<file path="src/verilog/mox_pkg.sv">
// shared constants and types for the move/or instruction executor
`default_nettype none
package mox_pkg;
    localparam int unsigned DATA_W = 8;
    localparam int unsigned ADDR_W = 7;
    localparam int unsigned WORD_W = 14;
    localparam int unsigned FILE_DEPTH = 128;
    localparam int unsigned OPC_W = 6;
    localparam int unsigned LIT_PFX_W = 4;

    // field positions inside an instruction word
    localparam int unsigned OPC_LSB = 8;
    localparam int unsigned DEST_BIT = 7;
    localparam int unsigned LIT_PFX_LSB = 10;

    // opcode encodings, upper six bits of the word; the literal prefix is the upper four
    localparam logic [OPC_W-1:0] OPC_OR_ACC_INTO_FILE = 6'h04;
    localparam logic [OPC_W-1:0] OPC_COPY_FILE = 6'h08;
    localparam logic [OPC_W-1:0] OPC_SYSTEM = 6'h00;
    localparam logic [LIT_PFX_W-1:0] LIT_PFX_LOAD_LITERAL_ACC = 4'hC;
    // lower seven bits of a system word that mean idle_op
    localparam logic [ADDR_W-1:0] IDLE_OP_LOW = 7'h00;

    // destination select values
    localparam logic DEST_ACC = 1'b0;
    localparam logic DEST_FILE = 1'b1;

    // reset values
    localparam logic [DATA_W-1:0] ACC_RESET = 8'h00;
    localparam logic [DATA_W-1:0] FILE_RESET = 8'h00;
    localparam logic [ADDR_W-1:0] ADDR_RESET = 7'h00;
    localparam logic ZERO_RESET = 1'b0;

    typedef enum logic [2:0] {
        MOX_OP_IDLE = 3'b000,
        MOX_OP_OR = 3'b001,
        MOX_OP_COPY = 3'b010,
        MOX_OP_STORE = 3'b011,
        MOX_OP_LIT = 3'b100,
        MOX_OP_BAD = 3'b101
    } mox_op_type;
endpackage : mox_pkg
`default_nettype wire

</file>
<file path="src/verilog/mox_dec_if.sv">
// carrier between the decoder and the executor
`timescale 1ns/1ps
`default_nettype none
interface mox_dec_if;
    logic [mox_pkg::WORD_W-1:0] word;
    mox_pkg::mox_op_type op;
    logic [mox_pkg::ADDR_W-1:0] file_addr;
    logic dest;
    logic [mox_pkg::DATA_W-1:0] literal;

    modport exec (output word, input op, input file_addr, input dest,
        input literal);
    modport dec (input word, output op, output file_addr, output dest,
        output literal);
endinterface : mox_dec_if
`default_nettype wire

</file>
<file path="src/verilog/mox_decode.sv">
// combinational instruction word decoder
`timescale 1ns/1ps
`default_nettype none
module mox_decode (
    mox_dec_if.dec dec
);
    logic [mox_pkg::OPC_W-1:0] opc;
    logic [mox_pkg::LIT_PFX_W-1:0] lit_pfx;

    assign opc = dec.word[mox_pkg::OPC_LSB +: mox_pkg::OPC_W];
    assign lit_pfx = dec.word[mox_pkg::LIT_PFX_LSB +: mox_pkg::LIT_PFX_W];
    assign dec.file_addr = dec.word[mox_pkg::ADDR_W-1:0];
    assign dec.dest = dec.word[mox_pkg::DEST_BIT];
    assign dec.literal = dec.word[mox_pkg::DATA_W-1:0];

    always_comb begin
        dec.op = mox_pkg::MOX_OP_BAD;
        // literal prefix ignores the two bits below it
        if (lit_pfx == mox_pkg::LIT_PFX_LOAD_LITERAL_ACC) begin
            dec.op = mox_pkg::MOX_OP_LIT;
        end else if (opc == mox_pkg::OPC_OR_ACC_INTO_FILE) begin
            dec.op = mox_pkg::MOX_OP_OR;
        end else if (opc == mox_pkg::OPC_COPY_FILE) begin
            dec.op = mox_pkg::MOX_OP_COPY;
        end else if (opc == mox_pkg::OPC_SYSTEM) begin
            if (dec.dest == mox_pkg::DEST_FILE) begin
                dec.op = mox_pkg::MOX_OP_STORE;
            end else if (dec.file_addr == mox_pkg::IDLE_OP_LOW) begin
                dec.op = mox_pkg::MOX_OP_IDLE;
            end
        end
    end
endmodule : mox_decode
`default_nettype wire

</file>
<file path="src/verilog/mox_exec.sv">
// single-cycle executor for or, copy, store, literal and idle instructions
`timescale 1ns/1ps
`default_nettype none
module mox_exec (
    input wire logic sys_clk,
    input wire logic rst_n,
    input wire logic instr_valid,
    input wire logic [mox_pkg::WORD_W-1:0] instr_word,
    output logic [mox_pkg::DATA_W-1:0] acc,
    output logic zero_flag,
    output logic done,
    output logic bad_op,
    output logic file_we,
    output logic [mox_pkg::ADDR_W-1:0] file_addr,
    output logic [mox_pkg::DATA_W-1:0] file_data
);
    ////////////////////////////////////////////////////////////////////////
    mox_dec_if dbus ();

    assign dbus.word = instr_word;

    mox_decode u_decode (
        .dec(dbus.dec)
    );

    function automatic logic is_zero(input logic [mox_pkg::DATA_W-1:0] v);
        return v == '0;
    endfunction : is_zero

    ////////////////////////////////////////////////////////////////////////
    // file register array, read combinationally within the same cycle
    logic [mox_pkg::DATA_W-1:0] file_mem [mox_pkg::FILE_DEPTH];
    logic [mox_pkg::DATA_W-1:0] rd_data;

    assign rd_data = file_mem[dbus.file_addr];

    ////////////////////////////////////////////////////////////////////////
    logic [mox_pkg::DATA_W-1:0] next_acc;
    logic next_zero_flag;
    logic next_done;
    logic next_bad_op;
    logic next_file_we;
    logic [mox_pkg::ADDR_W-1:0] next_file_addr;
    logic [mox_pkg::DATA_W-1:0] next_file_data;
    logic [mox_pkg::DATA_W-1:0] result;

    always_comb begin
        next_acc = acc;
        next_zero_flag = zero_flag;
        next_done = 1'b0;
        next_bad_op = 1'b0;
        next_file_we = 1'b0;
        next_file_addr = file_addr;
        next_file_data = file_data;
        result = rd_data;
        if (instr_valid) begin
            next_done = 1'b1;
            unique case (dbus.op)
                mox_pkg::MOX_OP_OR,
                mox_pkg::MOX_OP_COPY: begin
                    if (dbus.op == mox_pkg::MOX_OP_OR) begin
                        result = acc | rd_data;
                    end else begin
                        result = rd_data;
                    end
                    next_zero_flag = is_zero(result);
                    if (dbus.dest == mox_pkg::DEST_FILE) begin
                        next_file_we = 1'b1;
                        next_file_addr = dbus.file_addr;
                        next_file_data = result;
                    end else begin
                        next_acc = result;
                    end
                end
                mox_pkg::MOX_OP_STORE: begin
                    next_file_we = 1'b1;
                    next_file_addr = dbus.file_addr;
                    next_file_data = acc;
                end
                mox_pkg::MOX_OP_LIT: begin
                    next_acc = dbus.literal;
                end
                mox_pkg::MOX_OP_IDLE: begin
                    // nothing moves
                end
                mox_pkg::MOX_OP_BAD: begin
                    // unknown words retire like idle_op but are reported
                    next_bad_op = 1'b1;
                end
            endcase
        end
    end

    always_ff @(posedge sys_clk or negedge rst_n) begin
        if (!rst_n) begin
            acc <= mox_pkg::ACC_RESET;
            zero_flag <= mox_pkg::ZERO_RESET;
            done <= 1'b0;
            bad_op <= 1'b0;
            file_we <= 1'b0;
            file_addr <= mox_pkg::ADDR_RESET;
            file_data <= mox_pkg::FILE_RESET;
        end else begin
            acc <= next_acc;
            zero_flag <= next_zero_flag;
            done <= next_done;
            bad_op <= next_bad_op;
            file_we <= next_file_we;
            file_addr <= next_file_addr;
            file_data <= next_file_data;
        end
    end

    ////////////////////////////////////////////////////////////////////////
    // write comes from the next values so a back-to-back read sees it
    always_ff @(posedge sys_clk or negedge rst_n) begin
        if (!rst_n) begin
            for (int i = 0; i < mox_pkg::FILE_DEPTH; i++) begin
                file_mem[i] <= mox_pkg::FILE_RESET;
            end
        end else if (next_file_we) begin
            file_mem[next_file_addr] <= next_file_data;
        end
    end

    ////////////////////////////////////////////////////////////////////////
    or_to_acc_a: assert property (@(posedge sys_clk) disable iff (!rst_n)
        instr_valid && dbus.op == mox_pkg::MOX_OP_OR && !dbus.dest
        |=> acc == $past(acc | rd_data)
            && zero_flag == ($past(acc | rd_data) == '0))
        else $error("or into accumulator gave wrong value or zero");

    or_to_file_a: assert property (@(posedge sys_clk) disable iff (!rst_n)
        instr_valid && dbus.op == mox_pkg::MOX_OP_OR && dbus.dest
        |=> file_we && file_data == $past(acc | rd_data)
            && file_addr == $past(dbus.file_addr) && $stable(acc))
        else $error("or into file register misdirected");

    copy_value_a: assert property (@(posedge sys_clk) disable iff (!rst_n)
        instr_valid && dbus.op == mox_pkg::MOX_OP_COPY && !dbus.dest
        |=> acc == $past(rd_data) && !file_we)
        else $error("copy to accumulator lost the value");

    copy_zero_test_a: assert property (@(posedge sys_clk) disable iff (!rst_n)
        instr_valid && dbus.op == mox_pkg::MOX_OP_COPY && dbus.dest
        |=> zero_flag == ($past(rd_data) == '0)
            && file_data == $past(rd_data) && $stable(acc))
        else $error("copy back to file did not test for zero");

    store_acc_a: assert property (@(posedge sys_clk) disable iff (!rst_n)
        instr_valid && dbus.op == mox_pkg::MOX_OP_STORE
        |=> file_we && file_data == $past(acc) && $stable(zero_flag)
            && $stable(acc))
        else $error("store of accumulator wrong or touched flags");

    literal_load_a: assert property (@(posedge sys_clk) disable iff (!rst_n)
        instr_valid && dbus.op == mox_pkg::MOX_OP_LIT
        |=> acc == $past(instr_word[mox_pkg::DATA_W-1:0])
            && $stable(zero_flag) && !file_we)
        else $error("literal load wrong or touched flags");

    literal_zero_dc_a: assert property (@(posedge sys_clk)
        disable iff (!rst_n)
        instr_valid
            && instr_word[mox_pkg::LIT_PFX_LSB +: mox_pkg::LIT_PFX_W]
            == mox_pkg::LIT_PFX_LOAD_LITERAL_ACC
            && instr_word[mox_pkg::LIT_PFX_LSB-1:mox_pkg::OPC_LSB] == '0
        |=> done && !bad_op
            && acc == $past(instr_word[mox_pkg::DATA_W-1:0]))
        else $error("literal word with zero spare bits refused");

    idle_quiet_a: assert property (@(posedge sys_clk) disable iff (!rst_n)
        instr_valid && dbus.op == mox_pkg::MOX_OP_IDLE
        |=> $stable(acc) && $stable(zero_flag) && !file_we && !bad_op)
        else $error("idle instruction changed state");

    one_cycle_a: assert property (@(posedge sys_clk) disable iff (!rst_n)
        instr_valid |=> done ##1 (done == $past(instr_valid)))
        else $error("instruction did not retire in one cycle");

    ////////////////////////////////////////////////////////////////////////
    // write side and quiet cycles; the array is only visible through copy and or
    file_write_lands_a: assert property (@(posedge sys_clk)
        disable iff (!rst_n)
        file_we |-> file_mem[file_addr] == file_data)
        else $error("file register write did not land");

    or_keeps_file_a: assert property (@(posedge sys_clk)
        disable iff (!rst_n)
        instr_valid && dbus.op == mox_pkg::MOX_OP_OR && !dbus.dest
        |=> !file_we)
        else $error("or into accumulator wrote a file register");

    copy_acc_zero_a: assert property (@(posedge sys_clk)
        disable iff (!rst_n)
        instr_valid && dbus.op == mox_pkg::MOX_OP_COPY && !dbus.dest
        |=> zero_flag == ($past(rd_data) == '0))
        else $error("copy to accumulator did not set zero");

    store_target_a: assert property (@(posedge sys_clk)
        disable iff (!rst_n)
        instr_valid && dbus.op == mox_pkg::MOX_OP_STORE
        |=> file_addr == $past(dbus.file_addr))
        else $error("store of accumulator went to wrong register");

    bad_retires_a: assert property (@(posedge sys_clk)
        disable iff (!rst_n)
        instr_valid && dbus.op == mox_pkg::MOX_OP_BAD
        |=> done && bad_op && $stable(acc) && $stable(zero_flag)
            && !file_we)
        else $error("undecodable word changed state");

    bad_with_done_a: assert property (@(posedge sys_clk)
        disable iff (!rst_n)
        bad_op |-> done)
        else $error("bad word flagged without retiring");

    no_word_quiet_a: assert property (@(posedge sys_clk)
        disable iff (!rst_n)
        !instr_valid |=> !done && !bad_op && !file_we && $stable(acc)
            && $stable(zero_flag))
        else $error("state moved with no instruction");
endmodule : mox_exec
`default_nettype wire

</file>
<file path="config.mk">
export PLATFORM = sky130hd
export DESIGN_NAME = mox_exec
export DESIGN_NICKNAME = d
export VERILOG_FILES = /design/src/verilog/mox_pkg.sv /design/src/verilog/mox_dec_if.sv /design/src/verilog/mox_decode.sv /design/src/verilog/mox_exec.sv
export SDC_FILE = /design/constraint.sdc
export NUM_CORES = 2
export LEC_CHECK = 0
export BUFFER_PORTS_ARGS = -buffer_cell sky130_fd_sc_hd__buf_2
export CAP_MARGIN = 10
export CORE_ASPECT_RATIO = 0.6
export CORE_UTILIZATION = 60
export CTS_CLUSTER_DIAMETER = 200
export DETAILED_ROUTE_END_ITERATION = 7
export PLACE_DENSITY = 0.74
export SLEW_MARGIN = 20
export SYNTH_ARGS = -nofsm -noshare
export SYNTH_HDL_FRONTEND = slang
export SYNTH_SLANG_ARGS = --single-unit
</file>
<file path="constraint.sdc">
create_clock -name sys_clk -period 4.5 [get_ports sys_clk]
set_clock_uncertainty 0.15 [all_clocks]
set_input_delay 0.9 -clock sys_clk [delete_from_list [all_inputs] [get_ports sys_clk]]
set_output_delay 0.9 -clock sys_clk [all_outputs]
set_load 0.02 [all_outputs]
</file>
==> reports/metrics.cfg <==
[final_layout]
stdcell_count = 5667
nets = 4550
area_delta_synth_final_pct = 14.1
layout-drive-gt1-share = 0.202

[die]
die_h_um = 220
die_area_mm2 = 0.0805
fp.coreArea_mm2 = 0.0780
pin_count = 44
rows = 79
fp.dieW_um = 366
start_util = 0.611

[synthesis]
synthAdderAreaFrac = 0
synth_nets = 4446
synth-xor-area-share = 0.000184
synth_area_mm2 = 0.0476
synth-warning-count = 0
synth_top_family_by_area = compound AO/OA/AOI/OAI gates
synthCells = 4429
synth-simple-area-share = 0.137
synth_compound_area_frac = 0.138
synth-seq-cells = 1051
ys_seq_area_frac = 0.552
synth_mux_area_frac = 0.128
synthFlopType = dfrtp_1
synth_edf_count = 0
async_reset_ff_frac = 1.00
synth.distinct_cells = 68
syn-mean-instance-area_um2 = 10.8

[placement]
pre_cts_ws_ps = -213
gp_congestion = 1.07
dp_cells = 5488
io_buffers = 43
hpwl_um = 107000

[run_status]
run_status = completed

[setup_path]
crit_path_end_kind = register
r2r_start = file_mem[28]
reg2reg_depth = 12
reg2reg_slack_ps = 820
cp_max_fo = 29
rr_endpoint = file_mem[332]
crit_type = input pin to register
arrival_ps = 4560
cp-start-kind = input pin
worst_ep_required_time_ps = 4910

[min_path]
hold_path_depth = 1
holdPathEnd = done
min_from = instr_valid
hold_path.class = input pin to register

[sta]
fin_crit_ps = 4150
worstMarginPinSlew_ps = 1130
finalMaxSlewViolations = 0
setup_viol = 0
slew_headroom = 0.246
timing.fmax_mhz = 241
finalCritPeriodShare = 0.922
rsz0062_at_grt = no
final_hold_viol_count = 0
setup_slack_ps = 351

[power]
p_seq_frac = 0.477
p_switching_mw = 5.40
power-per-cell-area_mw_per_mm2 = 373
max-vdd-ir-drop_uv = 296
intPower_mw = 14.9
p_sw_frac = 0.266
leakagePower_nw = 25.1
p_clk_frac = 0.418
power_frac_comb = 0.104

[clock_tree]
cts_tree = built
cts_sinks = 1051
worstSkewPairLatency_ps = 730
numCtsBuffers = 93
clock_path_buffers = 3
htree_levels = 3
path_clk_slew_ps = 70
cts-root-buf = clkbuf_16

[route]
post-route-drc-count = 0
avgRoutedWirePerCell_um = 27.5
via_per_inst = 6.62
drtAntennaViolNets = 0
wirelength_um = 156000
drt_iter0_markers = 4860
vias = 37500
firstDrtPassIters = 6

[global_route]
grt_max_degree = 122
grt_pass1_vias = 35600
grt_usage = 0.398
grt_antenna_before_repair = 9
grt_first_pass_wirelength_um = 234000
grt_overflow = 0

[run]
maxCapViolCount = 0

-- how the worst max path moves through the flow --
stage                              from       endpoint  slack, ps  depth (start not counted)
after detailed placement  instr_word[0]  file_mem[332]       -210                         14
final                     instr_word[0]  file_mem[332]        350                         14
after global routing      instr_word[0]  file_mem[476]        370                         14
after CTS                 instr_word[0]  file_mem[332]        520                         14
after global placement    instr_word[0]  file_mem[444]       -120                         14
after floorplan           instr_word[0]  file_mem[957]        690                         12
-- critical path: stages --
cell,delay (ps)
buf_8,330
buf_12,210
mux2_2,350
o311ai_0,710
buf_4,220
a211oi_1,70
a211oi_1,240
buf_4,160
nand4_1,90
or3_1,450
a21oi_4,190
buf_12,220
buf_12,210
o21ai_0,120
-- routing by layer --
metal  share of wire  vias up  track usage  routed length [um]
li1                -    15900            -                   -
met1            0.40    19000        0.583               63000
met2            0.40     2299        0.527               63100
met3            0.16      345        0.180               24600
met4           0.033       10        0.126                5220
met5         0.00042        -            0                  65
-- cell usage in the layout (no fill, tap or decap), types with 9 or more instances in the layout --
cell type,count
dfrtp_1,1051
nor2_1,898
a21oi_1,877
buf_4,294
nand2_1,251
mux4_2,223
o21ai_0,185
clkbuf_16,93
mux2i_1,86
buf_12,68
nor3_2,53
nand3_1,43
a22oi_1,39
buf_2,39
nor4_4,24
clkbuf_8,24
a211oi_1,18
o22ai_1,18
clkinv_2,18
mux2_2,17
nor3_1,16
nor3_4,16
clkbuf_1,16
inv_1,15
nor2b_1,15
nand4_1,15
nor4_2,13
and3_1,12
nand2b_1,11
a22o_1,10
a32oi_1,9
-- cell families (layout without fill, tap and decap cells) --
| logic type | count (synthesis) | count (layout) |
|---|---|---|
| DFF | 1051 | 1051 |
| and+or+nand+nor | 1406 | 1406 |
| muxes | 328 | 328 |
| buffers and inverters | 416 | 596 |
| xor gates and xnor gates | 1 | 1 |
| other | 0 | 5 |
| AOI/OAI and AO/OA | 1227 | 1227 |
-- layout make-up --
| type | count | area [um2] |
|---|---|---|
| Sequential cell | 1051 | 26300 |
| Fill cell | 5445 | 23600 |
| Multi-Input combinational cell | 2962 | 19600 |
| Timing Repair Buffer | 408 | 3890 |
| Clock buffer | 132 | 2700 |
| Tap cell | 1053 | 1320 |
| Clock inverter | 39 | 510 |
| Inverter | 17 | 63.8 |
| Antenna cell | 5 | 12.5 |
-- stage by stage --
step                      hold slack [ps]  TNS, ps  utilization  cell area, um2  total power [mW]
after floorplan                       294        0            -           47600              10.8
after global placement                307   -10350        0.653           50900              11.8
after detailed placement              316   -22550        0.654           51000              11.8
after CTS                             205        0        0.695           54200              20.2
after global routing                  223        0        0.697           54300              20.7
final                                 242        0        0.697           54300              20.3
-- registers in the layout, summed over array words and instances (netlist names) --
register   count
file_data      8
bad_op         1
file_mem    1024
file_we        1
done           1
zero_flag      1
acc            8
file_addr      7
-- cell usage after synthesis (10+ instances only) --
library cell | number | share of area
dfrtp_1 | 1051 | 0.55
nor2_1 | 898 | 0.071
a21oi_1 | 882 | 0.093
nand2_1 | 251 | 0.020
buf_2 | 248 | 0.026
mux4_2 | 223 | 0.11
o21ai_0 | 185 | 0.019
clkbuf_1 | 96 | 0.0076
mux2i_1 | 86 | 0.018
nor3_2 | 60 | 0.013
nand3_1 | 43 | 0.0045
a22oi_1 | 39 | 0.0061
buf_4 | 31 | 0.0049
nor3_1 | 25 | 0.0026
nor4_4 | 24 | 0.011
a211oi_1 | 18 | 0.0028
o22ai_1 | 18 | 0.0024
mux2_2 | 17 | 0.0040
inv_1 | 15 | 0.0012
nand4_1 | 15 | 0.0020
nor2b_1 | 15 | 0.0020
nor4_2 | 13 | 0.0034
and3_1 | 12 | 0.0016
buf_1 | 12 | 0.00095
buf_6 | 12 | 0.0028
nand2b_1 | 12 | 0.0016
a22o_1 | 10 | 0.0018
a31oi_1 | 10 | 0.0013
-- what timing repair did --
item | in CTS | in global routing
resized for setup | 0 | 0
buffers inserted | 0 | 0
hold buffers | 1 | 0
endpoints found under the hold margin | 1 | 0
-- power by group through the flow --
| stage | clock (mW) | sequential [mW] | combinational, mW |
|---|---|---|---|
| detailed placement | 0 | 9.83 | 2.02 |
| finish | 8.48 | 9.66 | 2.12 |
| global route | 8.84 | 9.67 | 2.20 |
| floorplan | 0 | 9.83 | 0.987 |
| CTS | 8.50 | 9.66 | 2.03 |
| global placement | 0 | 9.83 | 1.99 |
(Power assumes the default switching activity.)
